`src/logic/uart_shadow_defines.svh`:
```
`ifndef UART_SHADOW_DEFINES_SVH
`define UART_SHADOW_DEFINES_SVH

// ==========================================================
// Register map, byte addresses
`define SHADOW_BASE 32'h5000_1130
`define SHADOW_PORT1 32'h5000_1134
`define SHADOW_PORT2 32'h5000_1138
`define SHADOW_SPAN 32'h0000_003c
`define CTRL_ADDR 32'h5000_1100
`define LINE_STATUS_ADDR 32'h5000_1104
`define INT_STATUS_ADDR 32'h5000_1108
`define INT_MASK_ADDR 32'h5000_110c

// ==========================================================
// Field positions
`define CTRL_FIFO_EN 0
`define CTRL_IR_MODE 1
`define LS_DATA_READY 0
`define LS_OVERRUN 1
`define LS_TX_EMPTY 5
`define INT_OVERRUN 0
`define INT_RX_CHAR 1
`define INT_TX_EMPTY 2

// ==========================================================
// Reset values and sizes
`define CTRL_RESET 2'h0
`define INT_MASK_RESET 3'h0
`define FIFO_DEPTH 5'h10
`define RESP_OKAY 2'h0
`define RESP_SLVERR 2'h2

`endif

```
`src/logic/uart_shadow_pkg.sv`:
```
package uart_shadow_pkg;
	typedef logic [7:0] char_t;
	typedef enum logic [0:0] {WR_IDLE = 1'b0, WR_RESP = 1'b1} wr_state_t;
	typedef enum logic [0:0] {RD_IDLE = 1'b0, RD_DATA = 1'b1} rd_state_t;
endpackage

```
`src/logic/uart_shadow_data_port.sv`:
```
// Chosen here: the AXI4-Lite interface to the registers.
`timescale 1ns/1ps
`default_nettype none
`include "uart_shadow_defines.svh"
module uart_shadow_data_port (
	input wire logic clk,
	input wire logic reset,
	input wire logic clkEn,
	input wire logic [31:0] awaddr,
	input wire logic awvalid,
	output logic awready,
	input wire logic [31:0] wdata,
	input wire logic [3:0] wstrb,
	input wire logic wvalid,
	output logic wready,
	output logic [1:0] bresp,
	output logic bvalid,
	input wire logic bready,
	input wire logic [31:0] araddr,
	input wire logic arvalid,
	output logic arready,
	output logic [31:0] rdata,
	output logic [1:0] rresp,
	output logic rvalid,
	input wire logic rready,
	input wire uart_shadow_pkg::char_t rxSerialChar,
	input wire logic rxSerialValid,
	input wire uart_shadow_pkg::char_t rxIrChar,
	input wire logic rxIrValid,
	output uart_shadow_pkg::char_t txChar,
	output logic txSerialValid,
	output logic txIrValid,
	input wire logic txReady,
	output logic irq
);
	import uart_shadow_pkg::*;

	// ==========================================================
	// Address decode
	function automatic logic isShadow(input logic [31:0] a);
		isShadow = (a >= `SHADOW_BASE) && (a <= `SHADOW_BASE + `SHADOW_SPAN)
			&& (a[1:0] == 2'h0);
	endfunction

	function automatic logic isMapped(input logic [31:0] a);
		isMapped = isShadow(a) || a == `CTRL_ADDR || a == `LINE_STATUS_ADDR
			|| a == `INT_STATUS_ADDR || a == `INT_MASK_ADDR;
	endfunction

	// ==========================================================
	// State
	char_t rxMem [16];
	char_t txMem [16];
	char_t next_rxMem [16];
	char_t next_txMem [16];
	logic [3:0] rxHead, rxTail, txHead, txTail;
	logic [3:0] next_rxHead, next_rxTail, next_txHead, next_txTail;
	logic [4:0] rxCount, txCount, next_rxCount, next_txCount;
	logic fifoEn, irMode, overrunFlag;
	logic next_fifoEn, next_irMode, next_overrunFlag;
	logic [2:0] intStatus, intMask, next_intStatus, next_intMask;
	wr_state_t wrState, next_wrState;
	rd_state_t rdState, next_rdState;
	logic awTaken, wTaken, next_awTaken, next_wTaken;
	logic [31:0] awHeld, wHeld, next_awHeld, next_wHeld;
	logic [3:0] strbHeld, next_strbHeld;
	logic [31:0] next_rdata, rdValue;
	logic [1:0] next_rresp, next_bresp;

	logic awFire, wFire, arFire, doWrite, rxArrive, rxPop, rxPush;
	logic txWrite, txPush, txPop, txActive, modeChange, rxDrop;
	logic dataReady, txHoldingEmpty;
	logic [31:0] wrAddr, wrData;
	logic [3:0] wrStrb;
	logic [4:0] limit;
	logic [2:0] events, clearBits;
	char_t rxIn;

	// ==========================================================
	// Handshakes; readies drop with the clock enable so nothing is taken
	// while state is frozen
	assign awready = clkEn && wrState == WR_IDLE && !awTaken;
	assign wready = clkEn && wrState == WR_IDLE && !wTaken;
	assign arready = clkEn && rdState == RD_IDLE;
	assign bvalid = wrState == WR_RESP;
	assign rvalid = rdState == RD_DATA;
	assign awFire = awvalid && awready;
	assign wFire = wvalid && wready;
	assign arFire = arvalid && arready;
	assign wrAddr = awTaken ? awHeld : awaddr;
	assign wrData = wTaken ? wHeld : wdata;
	assign wrStrb = wTaken ? strbHeld : wstrb;
	// Address and data may arrive in either order
	assign doWrite = clkEn && wrState == WR_IDLE
		&& (awTaken || awFire) && (wTaken || wFire);

	// Line side and queue control
	assign rxIn = irMode ? rxIrChar : rxSerialChar;
	assign rxArrive = clkEn && (irMode ? rxIrValid : rxSerialValid);
	assign dataReady = rxCount != 5'h0;
	assign txHoldingEmpty = txCount == 5'h0;
	// Without FIFOs each direction behaves as a single holding slot
	assign limit = fifoEn ? `FIFO_DEPTH : 5'h1;
	assign rxPop = arFire && isShadow(araddr) && dataReady;
	assign rxPush = rxArrive && (rxCount < limit || rxPop);
	assign rxDrop = rxArrive && !rxPush;
	// Only the low byte lane carries a character
	assign txWrite = doWrite && isShadow(wrAddr) && wrStrb[0];
	assign txActive = clkEn && !txHoldingEmpty;
	assign txPop = txActive && txReady;
	assign txPush = txWrite && (txCount < limit || txPop);
	assign txChar = txMem[txHead];
	assign txSerialValid = txActive && !irMode;
	assign txIrValid = txActive && irMode;
	assign modeChange = doWrite && wrAddr == `CTRL_ADDR && wrStrb[0]
		&& wrData[`CTRL_FIFO_EN] != fifoEn;
	assign clearBits = (doWrite && wrAddr == `INT_STATUS_ADDR && wrStrb[0])
		? wrData[2:0] : 3'h0;
	assign events[`INT_OVERRUN] = rxDrop;
	assign events[`INT_RX_CHAR] = rxPush;
	assign events[`INT_TX_EMPTY] = txPop && txCount == 5'h1 && !txPush;
	assign irq = |(intStatus & intMask);

	// ==========================================================
	// Read value decode; upper bits of every register read as zero
	always_comb begin
		rdValue = 32'h0;
		if (isShadow(araddr)) begin
			rdValue[7:0] = rxMem[rxHead];
		end else if (araddr == `CTRL_ADDR) begin
			rdValue[`CTRL_FIFO_EN] = fifoEn;
			rdValue[`CTRL_IR_MODE] = irMode;
		end else if (araddr == `LINE_STATUS_ADDR) begin
			rdValue[`LS_DATA_READY] = dataReady;
			rdValue[`LS_OVERRUN] = overrunFlag;
			rdValue[`LS_TX_EMPTY] = txHoldingEmpty;
		end else if (araddr == `INT_STATUS_ADDR) begin
			rdValue[2:0] = intStatus;
		end else if (araddr == `INT_MASK_ADDR) begin
			rdValue[2:0] = intMask;
		end
	end

	// ==========================================================
	// Next state
	always_comb begin
		next_rxMem = rxMem;
		next_txMem = txMem;
		next_rxHead = rxHead;
		next_rxTail = rxTail;
		next_txHead = txHead;
		next_txTail = txTail;
		next_fifoEn = fifoEn;
		next_irMode = irMode;
		next_intMask = intMask;
		next_wrState = wrState;
		next_rdState = rdState;
		next_awTaken = awTaken;
		next_wTaken = wTaken;
		next_awHeld = awHeld;
		next_wHeld = wHeld;
		next_strbHeld = strbHeld;
		next_rdata = rdata;
		next_rresp = rresp;
		next_bresp = bresp;
		// Set wins over a same-cycle write-one clear
		next_intStatus = (intStatus & ~clearBits) | events;
		// Line status overrun clears when software reads line status
		next_overrunFlag = overrunFlag;
		if (arFire && araddr == `LINE_STATUS_ADDR) begin
			next_overrunFlag = 1'b0;
		end
		if (rxArrive && !rxPush) begin
			next_overrunFlag = 1'b1;
		end
		// Receive side
		if (rxPop) begin
			next_rxHead = rxHead + 4'h1;
		end
		if (rxPush) begin
			next_rxMem[rxTail] = rxIn;
			next_rxTail = rxTail + 4'h1;
		end else if (rxDrop && !fifoEn) begin
			next_rxMem[rxHead] = rxIn;
		end
		next_rxCount = rxCount + {4'h0, rxPush} - {4'h0, rxPop};
		// Transmit side; a full FIFO silently drops the write
		if (txPop) begin
			next_txHead = txHead + 4'h1;
		end
		if (txPush) begin
			next_txMem[txTail] = wrData[7:0];
			next_txTail = txTail + 4'h1;
		end else if (txWrite && !fifoEn) begin
			next_txMem[txHead] = wrData[7:0];
		end
		next_txCount = txCount + {4'h0, txPush} - {4'h0, txPop};
		// Write channel
		if (awFire) begin
			next_awTaken = 1'b1;
			next_awHeld = awaddr;
		end
		if (wFire) begin
			next_wTaken = 1'b1;
			next_wHeld = wdata;
			next_strbHeld = wstrb;
		end
		if (doWrite) begin
			next_awTaken = 1'b0;
			next_wTaken = 1'b0;
			next_wrState = WR_RESP;
			next_bresp = isMapped(wrAddr) ? `RESP_OKAY : `RESP_SLVERR;
			if (wrAddr == `CTRL_ADDR && wrStrb[0]) begin
				next_fifoEn = wrData[`CTRL_FIFO_EN];
				next_irMode = wrData[`CTRL_IR_MODE];
			end
			if (wrAddr == `INT_MASK_ADDR && wrStrb[0]) begin
				next_intMask = wrData[2:0];
			end
		end else if (wrState == WR_RESP && bready) begin
			next_wrState = WR_IDLE;
		end
		// Read channel
		if (arFire) begin
			next_rdState = RD_DATA;
			next_rdata = rdValue;
			next_rresp = isMapped(araddr) ? `RESP_OKAY : `RESP_SLVERR;
		end else if (rdState == RD_DATA && rready) begin
			next_rdState = RD_IDLE;
		end
		// Changing the FIFO mode flushes both queues
		if (modeChange) begin
			next_rxHead = 4'h0;
			next_rxTail = 4'h0;
			next_rxCount = 5'h0;
			next_txHead = 4'h0;
			next_txTail = 4'h0;
			next_txCount = 5'h0;
		end
	end

	// ==========================================================
	// Registers
	always_ff @(posedge clk) begin
		if (reset) begin
			for (int i = 0; i < 16; i++) begin
				rxMem[i] <= 8'h00;
				txMem[i] <= 8'h00;
			end
			rxHead <= 4'h0;
			rxTail <= 4'h0;
			txHead <= 4'h0;
			txTail <= 4'h0;
			rxCount <= 5'h0;
			txCount <= 5'h0;
			{irMode, fifoEn} <= `CTRL_RESET;
			overrunFlag <= 1'b0;
			intStatus <= 3'h0;
			intMask <= `INT_MASK_RESET;
			wrState <= WR_IDLE;
			rdState <= RD_IDLE;
			awTaken <= 1'b0;
			wTaken <= 1'b0;
			awHeld <= 32'h0;
			wHeld <= 32'h0;
			strbHeld <= 4'h0;
			rdata <= 32'h0;
			rresp <= `RESP_OKAY;
			bresp <= `RESP_OKAY;
		end else if (clkEn) begin
			rxMem <= next_rxMem;
			txMem <= next_txMem;
			rxHead <= next_rxHead;
			rxTail <= next_rxTail;
			txHead <= next_txHead;
			txTail <= next_txTail;
			rxCount <= next_rxCount;
			txCount <= next_txCount;
			fifoEn <= next_fifoEn;
			irMode <= next_irMode;
			overrunFlag <= next_overrunFlag;
			intStatus <= next_intStatus;
			intMask <= next_intMask;
			wrState <= next_wrState;
			rdState <= next_rdState;
			awTaken <= next_awTaken;
			wTaken <= next_wTaken;
			awHeld <= next_awHeld;
			wHeld <= next_wHeld;
			strbHeld <= next_strbHeld;
			rdata <= next_rdata;
			rresp <= next_rresp;
			bresp <= next_bresp;
		end
	end
endmodule
`default_nettype wire

```
`config.mk`:
```
export PLATFORM = sky130hd
export DESIGN_NAME = uart_shadow_data_port
export DESIGN_NICKNAME = d
export VERILOG_FILES = /design/src/logic/uart_shadow_pkg.sv /design/src/logic/uart_shadow_data_port.sv
export VERILOG_INCLUDE_DIRS = /design/src /design/src/logic
export SDC_FILE = /design/constraint.sdc
export NUM_CORES = 1
export LEC_CHECK = 0
export BUFFER_PORTS_ARGS = -buffer_cell sky130_fd_sc_hd__buf_4
export CORE_MARGIN = 10
export CORE_UTILIZATION = 45
export DETAILED_ROUTE_END_ITERATION = 8
export GPL_TIMING_DRIVEN = 0
export SYNTH_ARGS = -nofsm -noshare
export SYNTH_HDL_FRONTEND = slang
export SYNTH_SLANG_ARGS = --single-unit
```
`constraint.sdc`:
```
create_clock -name clk -period 5 [get_ports clk]
set_input_delay 0.25 -clock clk [delete_from_list [all_inputs] [get_ports clk]]
set_output_delay 0.25 -clock clk [all_outputs]
set_load 0.02 [all_outputs]
```
== Yosys cells after proc, flatten, opt, wreduce, memory -nomap -nowiden ==
Cells that the tools add are included.
Operators by class
  add/subtract/negate cells: 8
  magnitude comparators: 14
  eq/ne operators: 10
  multiplexer cells: 63
  bitwise operators: 10
  reductions and logical operators: 95
Operators by type and width (number)
  $bwmux 128: 4
  $mux 128: 4
  $eq 32x31->1 const B: 8
  $demux 8 s4: 4
  $mux 8: 10
  $bmux 8 s4: 2
  $ge 32x31->1 const B: 2
  $le 32x31->1 const B: 2
  $logic_and 1x1->1: 43
  $mux 32: 1
  $mux 4: 8
  $reduce_and 2->1: 15
  $reduce_bool 2->1: 11
  $ge 5x5->1 const B: 4
  $lt 5x1->1 const B: 4
  $not 4->5: 4
  $mux 1: 17
  $add 4x1->4 const B: 4
  $mux 5: 3
  $logic_or 1x1->1: 12
  $mux 2: 6
  $mux 3: 4
  $add 5x1->5: 2
  $lt 5x5->1: 2
  other kinds (13): 24
Word-level totals
  bits in registers: 348
  input bits: 127
  output and inout port bits: 52
  logic and storage cells: 253

== Logic depth before layout (Yosys ltp) ==
Gate-level depths: netlist of the first run.
  depth in word-level cells: 13
  mapped depth: 20
  gate-level depth less buffers: 18

== Worst setup path before layout of the first run ==
OpenSTA, ideal clock, no wires.
  kind: register -> register
  start point: register txCount[2]
  end point: register txCount[4]
  setup time: 0.123 ns
  arrival: 3.478 ns
  required time: 4.877 ns
  setup slack: 1.400 ns
  cell stages (with the launch flop): 21
  buffers on the path: 2
  clock period less this slack: 3.600 ns
  cells stage by stage: dfxtp_1 > inv_1 > ha_1 > or4b_4 > and3_4 > buf_6 > a311oi_4 > buf_6 > nor2_1 > nand2_1 > ha_1 > inv_1 > ha_1 > inv_1 > fa_1 > o21bai_1 > a21oi_1 > xnor2_1 > nand2_1 > xor2_1 > nor2_1
Between the ends
  word-level cells in the longest chain between the ends: 9
  elaborated cells on any way between the ends: 10
  classes of those cells: 2 x add/sub; 1 x order compare; 1 x mux; 6 x reduce/logical
Ends and longest elaborated chain
  start, declared: line uart_shadow_data_port.sv:58  | logic [4:0] rxCount, txCount, next_rxCount, next_txCount;
  start signal, assigned: line uart_shadow_data_port.sv:278  | txCount <= next_txCount;
  parallel branches: the longest is 7 deep, another holds $lt 5x5->1
  $sub 5x1->5 *: line uart_shadow_data_port.sv:197  | next_txCount = txCount + {4'h0, txPush} - {4'h0, txPop};
  $mux 5 *: line uart_shadow_data_port.sv:232  | if (modeChange) begin
Mark *: on every way between the ends.
A chain may end at the register's enable or synchronous reset.

== Worst setup path in the final report of the first run ==
Ends and elaborated chain as after synthesis.

==> results of run 1 <==
[synthesized netlist by cell type, types with 9 or more instances]
cell,instances
mux2i_4,10
a21oi_1,88
nor2_1,52
nor2b_1,14
ha_1,33
nand3_1,34
clkbuf_1,88
nand2b_1,71
mux4_2,82
buf_2,11
nor3_1,35
xor2_1,9
buf_4,32
nor4_1,9
o211ai_4,12
mux2i_1,266
inv_1,23
mux2_2,16
nand2_1,375
dfxtp_1,346
[cell type report]
| cell class | instances | area (sq um) | share of cell area, % |
|---|---|---|---|
| Buffer | 143 | 700.7 | 3.374 |
| Clock inverter | 10 | 150.1 | 0.7230 |
| Sequential cell | 346 | 6927 | 33.35 |
| Timing Repair Buffer | 165 | 1344 | 6.471 |
| Clock buffer | 60 | 1197 | 5.766 |
| Tap cell | 511 | 639.4 | 3.079 |
| Multi-Input combinational cell | 1246 | 9709 | 46.75 |
| Antenna cell | 4 | 10.01 | 0.04820 |
| Inverter | 24 | 90.09 | 0.4338 |
[repair_timing]
item                                   4_1_cts  5_1_grt
endpoints found under the hold margin       42        0
hold buffers                                42        0
setup endpoints to repair                    0        0
buffers inserted                             0        0
[how the worst min path moves through the flow]
stage / start / end / slack [ps]
after detailed placement: rdata[4] / rdata[4] / 450
after global placement: wHeld[6] / wHeld[6] / 440
final: bready / bvalid / 40
after floorplan: wdata[0] / wHeld[0] / 390
after global routing: bready / bvalid / 50
after CTS: bready / bvalid / 20
[kinds of logic after synthesis]
group / count (synthesis) / synth area share (%)
AO/OA/AOI/OAI: 153 / 6.446
XOR/XNOR: 17 / 0.8591
adder cells (fa/ha/maj): 35 / 2.613
buffers and inverters: 167 / 4.562
flip-flops: 346 / 39.96
multiplexers: 380 / 28.83
other: 1 / 0.02164
AND/OR/NAND/NOR: 635 / 16.70
[power groups by stage]
stage	Sequential, mW	Clock, mW	Combinational (mW)
2_1_floorplan	2.89	0	0.537
3_3_place_gp	2.90	0	0.785
3_5_place_dp	2.90	0	0.795
4_1_cts	2.84	3.07	0.826
5_1_grt	2.84	3.18	0.907
6_report	2.84	3.01	0.831
[worst max-delay path: cells and delay by family, from the launching register on]
kind,cells,cell delay (ps)
compound gates,3,700
xor+xnor,2,280
fa+ha+maj,4,970
buf+inv,5,590
flops,1,320
simple gates,6,1060
[layout by cell type, fill, tap and decap left out, drive strengths merged, types with 5 or more instances in the layout]
cell type    instances
nor4b                8
o211ai              16
dlygate4sd3         42
conb                26
clkbuf             148
ha                  33
o21ai                9
mux2i              282
a21oi               89
nand3               34
mux2                16
inv                 23
nand2b              71
a311oi               5
and3                 7
nand4                8
nor3                35
a211oi               8
nor2                52
a31oi                6
dfxtp              346
xor2                 9
buf                178
mux4                82
nand2              375
nor4                10
xnor2                8
clkinv               7
nor2b               14
[registers in the layout, indices dropped and copies added (netlist names), 3 cells and up]
signal     flops
rxMem        128
txMem        128
awHeld        32
rdata          8
wHeld          8
rxCount        5
txCount        5
rxHead         4
rxTail         4
txHead         4
txTail         4
intMask        3
intStatus      3
[stage by stage]
stage               setup WS [ps]  area, sq um  hold WS [ps]  utilization, %
floorplan                    1400        17430         386.0               -
global placement            926.5        18990         437.8           50.18
detailed placement          917.3        18990         446.1           50.18
CTS                         915.6        20760         20.42           54.85
global route                672.1        20770         53.97           54.88
finish                      947.7        20770         39.30           54.88
[layer usage]
metal	global-route usage, %	vias up	routed length [um]
met3	4.499	102	2925
met1	27.58	6626	22280
met4	7.481	0	1539
met2	36.27	386	24840
li1	-	6506	-
met5	0	-	0
==> flow_summary_export.csv, run 1 <==
group,metric,value,unit
timing,worstMarginPinSlew,1358,ps
logic_synthesis,synth_top_cell_area_share,39.96,%
clock_network,cts_buffers,39,
drt,wl,51580,um
worst_setup_path,rr_worst_depth,20,
clock_network,cts_max_level,2,
logic_synthesis,yosys-top-cells-area,"dfxtp_1 (40%), mux2i_1 (15%), mux4_2 (11%)",
global_route,grt_overflow,0,
worst_setup_path,crit_path_end_kind,"register",
power_and_ir_drop,combinationalPowerShare,12.4,%
clock_network,clock_latency,560,ps
drt,dr_total_vias,13620,
clock_network,cts_tree,"yes",
clock_network,clock-sinks,346,
logic_synthesis,synth_cell_types,65,
power_and_ir_drop,p_switching,1.692,mW
global_route,grt_first_pass_wirelength,80850,um
worst_setup_path,cp-start-kind,"register",
power_and_ir_drop,p_sw_share,25.33,%
run,max_cap_violations,0,
floorplanning,row_count,71,
power_and_ir_drop,finalPower,6.681,mW
clock_network,ctsResizeCount,0,
clock_network,cts.clk_slew.worst_paths,60,ps
power_and_ir_drop,intPower,4.989,mW
drt,dr.pass1.iters,5,
global_route,grt_pass1_vias,14017,
logic_synthesis,synth_seq_cells,346,
floorplanning,ioPinCount,179,
cells_and_area,area_growth,19.82,%
cells_and_area,final_cells,2509,
clock_network,clockBufferDepth,3,
logic_synthesis,yosys_warnings,0,
logic_synthesis,synth_edf_count,0,
worst_hold_path,hold_path_class,"in2reg",
place,io_buffers,123,
power_and_ir_drop,leakage,7.936,nW
place,hpwl,37220,um
place,numPlacedInstances,2393,
global_route,grt_max_degree,14,
power_and_ir_drop,pwr_density_cell,321.7,mW/mm^2
logic_synthesis,synth_area_per_cell,9.996,sq um
worst_setup_path,required,5420,ps
drt,vias_per_cell,5.428,
logic_synthesis,ys.flop_type,"dfxtp_1",
timing,tns,0,ps
drt,drtIter0Drc,1001,
logic_synthesis,ys_async_sr_fraction,0,%
cells_and_area,nets,2127,
worst_setup_path,slowest_delay,510,ps
worst_setup_path,cp_cell_sequence,"inv_1, ha_1, or4b_4, and3_4, buf_6, a311oi_4, buf_6, nor2_1, nand2_1, ha_1, inv_1, ha_1, inv_1, fa_1, o21bai_1, a21oi_1, xnor2_1, nand2_1, xor2_1, nor2_1",
floorplanning,initial_utilization,45.80,%
timing,rsz0062_at_grt,"false",
worst_setup_path,critPathLaunch,"txCount[2]",
worst_setup_path,crit_arrival,4480,ps
timing,hold_viol_final,0,
cells_and_area,num-fill-cells,3390,
floorplanning,dieArea,0.04677,sq mm
timing,fmax,246.8,MHz
timing,drv_slew,0,
status,status,"finished clean",
logic_synthesis,syn_inst,1734,
drt,antenna_left,0,
logic_synthesis,netlist_area,0.01733,sq mm
worst_setup_path,r2r_slack,950,ps
power_and_ir_drop,irDropWorstVdd,0.0002212,V
global_route,antenna_found_initial,4,
worst_setup_path,critPathKind,"reg2reg",
drt,drc_errors,0,
floorplanning,die_x,216.3,um
timing,fin_crit_sh,81.05,%
worst_hold_path,holdPathStages,4,
worst_setup_path,slowest_stage,"or4b_4",
power_and_ir_drop,p_clk_share,45.1,%
timing,skew,21.49,ps
power_and_ir_drop,seq_power_share,42.5,%
timing,min_period,4052,ps
worst_setup_path,timing.rr.start,"txCount[2]",
worst_setup_path,crit_path_end,"txCount[4]",
floorplanning,fp.dieH,216.3,um
drt,avgRoutedWirePerCell,20.56,um
timing,finalSetupViolCount,0,
global_route,grt_use_total,21.79,%
logic_synthesis,yosys.area.top_type,"dfxtp_1",
logic_synthesis,ys_seq_area_share,39.96,%
cells_and_area,drive_above_1_share,18.36,%
worst_setup_path,cp_max_fo,10,
clock_network,root_buffer,"clkbuf_16",
timing,relSlewSlack,8.639,%
place,place.gp.congestion,0.8510,
floorplanning,coreArea,0.03784,sq mm
worst_setup_path,rr_endpoint,"txCount[4]",
Note: power is estimated with default switching activity, not from simulation.
==> inputs of run 2 (changes only) <==
--- a/config.mk
+++ b/config.mk
@@ -11,6 +11,7 @@
 export CORE_UTILIZATION = 45
 export DETAILED_ROUTE_END_ITERATION = 8
 export GPL_TIMING_DRIVEN = 0
+export PLACE_DENSITY = 0.66
 export SYNTH_ARGS = -nofsm -noshare
 export SYNTH_HDL_FRONTEND = slang
 export SYNTH_SLANG_ARGS = --single-unit
==> constraint.sdc (replaced) <==
create_clock -name clk -period 3.5 [get_ports clk]
set_input_delay 0.175 -clock clk [delete_from_list [all_inputs] [get_ports clk]]
set_output_delay 0.175 -clock clk [all_outputs]
set_load 0.02 [all_outputs]
==> run 2 against run 1 <==
Compared with the run above:
- combinational power increased by 53%
- clock-buffer cell count unchanged
- critical endpoint unchanged
- hold slack got worse by 2.0 ps
- largest power group unchanged
- setup slack got worse by 940 ps
- largest cell class unchanged
- critical path depth decreased by 1
==> flow_summary_export.csv, run 2 (same netlist as run 1, synthesis figures left out) <==
group,metric,value,unit
worst_setup_path,cp-start-kind,"register",
floorplanning,ioPinCount,179,
global_route,grt_max_degree,13,
worst_setup_path,rr_endpoint,"txCount[4]",
clock_network,root_buffer,"clkbuf_16",
worst_hold_path,hold_path_class,"in2reg",
clock_network,clockBufferDepth,3,
floorplanning,dieArea,0.04677,sq mm
power_and_ir_drop,pwr_density_cell,453.1,mW/mm^2
timing,min_period,3488,ps
floorplanning,die_x,216.3,um
clock_network,clock_latency,550,ps
power_and_ir_drop,irDropWorstVdd,0.0003886,V
clock_network,cts_max_level,2,
drt,vias_per_cell,5.469,
timing,rsz0062_at_grt,"true",
worst_setup_path,cp_max_fo,10,
global_route,grt_use_total,21.16,%
timing,tns,0,ps
power_and_ir_drop,leakage,8.000,nW
run,max_cap_violations,0,
timing,skew,10.38,ps
cells_and_area,area_growth,20.78,%
place,place.gp.congestion,0.8857,
cells_and_area,final_area,0.02094,sq mm
drt,drc_errors,0,
timing,fmax,286.7,MHz
clock_network,clock-sinks,346,
cells_and_area,final_common_cell,"nand2_1",
worst_setup_path,cp_cell_sequence,"buf_2, buf_4, nor2b_1, a21oi_1, o41ai_2, buf_4, nor2_4, nand2_1, ha_1, inv_1, ha_2, inv_2, fa_2, o21bai_1, a21oi_1, xnor2_1, nand2_1, xor2_1, nor2_1",
worst_setup_path,path_delay_family,"compound AO/OA/AOI/OAI gates",
floorplanning,coreArea,0.03784,sq mm
worst_setup_path,cp.buffers_inverters,5,
status,status,"finished clean",
worst_setup_path,required,3910,ps
place,post_dp_cell_area,0.01899,sq mm
worst_hold_path,hold_end,"overrunFlag",
cells_and_area,final_core_utilization,55.32,%
timing,setup_ws,12.49,ps
worst_setup_path,rr_worst_depth,19,
place,hpwl,36640,um
drt,antenna_left,0,
drt,avgRoutedWirePerCell,20.30,um
global_route,grt_first_pass_wirelength,79290,um
floorplanning,initial_utilization,45.80,%
power_and_ir_drop,finalPower,9.487,mW
floorplanning,row_count,71,
timing,relSlewSlack,30.81,%
cells_and_area,num-fill-cells,3356,
timing,drv_slew,0,
cells_and_area,reg.largest.list,"rxMem (128), txMem (128), awHeld (32)",
worst_setup_path,r2r_slack,10,ps
worst_setup_path,slowest_stage,"o41ai_2",
clock_network,cts_buffers,39,
global_route,antenna_found_initial,1,
timing,fin_crit_sh,99.64,%
timing,finalSetupViolCount,0,
timing,hold_viol_final,0,
worst_setup_path,critPathKind,"reg2reg",
drt,drtIter0Drc,1094,
worst_hold_path,min_from,"araddr[2]",
worst_setup_path,timing.rr.start,"awTaken",
global_route,grt_pass1_vias,13981,
timing,worstMarginPinSlew,1038,ps
cells_and_area,antennaDiodeCount,0,
drt,dr.pass1.iters,5,
place,preCtsSetupSlack,-497.8,ps
drt,wl,51090,um
worst_setup_path,slowest_delay,420,ps
cells_and_area,nets,2138,
place,io_buffers,123,
worst_hold_path,holdPathStages,4,
worst_setup_path,crit_path_end_kind,"register",
worst_setup_path,crit_arrival,3890,ps
drt,dr_total_vias,13766,
clock_network,cts_tree,"yes",
cells_and_area,drive_above_1_share,20.09,%
clock_network,cts.clk_slew.worst_paths,60,ps
floorplanning,fp.dieH,216.3,um
cells_and_area,final_cell_mix,"nand2_1 (375), dfxtp_1 (343), mux2i_1 (266)",
global_route,grt_overflow,0,
run 2: cell count changes in the layout (fill, tap and decap cells not counted), moves of 3 or more:
cell	change
nor4_2	+3
buf_4	+14
buf_1	-3
inv_1	-3
dfxtp_1	-3
diode_2	-4
nor4_1	-5
clkbuf_1	-3
run 2: worst register-to-register path, stage by stage (launching register included):
cell and delay, ps:
dfxtp_1 300, buf_2 200, buf_4 210, nor2b_1 210, a21oi_1 100, o41ai_2 420
buf_4 230, nor2_4 50, nand2_1 60, ha_1 220, inv_1 60, ha_2 170
inv_2 40, fa_2 360, o21bai_1 180, a21oi_1 100, xnor2_1 150, nand2_1 80
xor2_1 150, nor2_1 50
run 2: layout make-up:
cell class	instances	area, sq um	share of cell area [%]
timing repair buffer	178	1444	6.897
multi-input combinational	1246	9808	46.85
inverter	24	92.59	0.4423
buffer	141	709.4	3.389
tap	511	639.4	3.054
sequential	346	6933	33.12
clock buffer	60	1186	5.666
clock inverter	11	122.6	0.5857
run 2: power breakdown:
part | internal, mW | switching (mW) | leakage, nW | total [mW]
clock | 2.49 | 1.68 | 0.646 | 4.16
sequential | 4.01 | 0.0502 | 2.80 | 4.06
combinational | 0.534 | 0.734 | 4.56 | 1.27
run 2: what timing repair did:
action                     in CTS  in global routing
setup buffers                   3                  9
pin swaps                       1                 13
hold buffers                   43                  0
setup endpoints to repair      14                  4
hold endpoints to repair       43                  0
gates resized for setup        12                 20
run 2: worst max-delay path by stage:
stage	start	to	slack, ps	cells after the start
after floorplan	txCount[2]	txCount[4]	-50	20
after global placement	txCount[2]	txCount[4]	-440	20
after detailed placement	araddr[31]	rxCount[4]	-500	14
after CTS	txCount[2]	txCount[4]	-70	20
after global routing	awTaken	txCount[4]	-190	19
final	awTaken	txCount[4]	10	19
run 2: metrics by stage:
stage / instances / hold slack [ps]
after global routing: 2517 / 55.98
after detailed placement: 2393 / 444.7
after global placement: 2393 / 437.0
after CTS: 2509 / 26.09
after floorplan: 1759 / 311.0
final: 2517 / 37.34
run 2: metal layers:
| metal | wire (um) | track usage [%] | vias up |
|---|---|---|---|
| met1 | 21380 | 26.14 | 6773 |
| met3 | 2666 | 3.120 | 83 |
| met4 | 1590 | 7.574 | 0 |
| met5 | 0 | 0 | - |
| li1 | - | - | 6536 |
| met2 | 25460 | 36.76 | 374 |
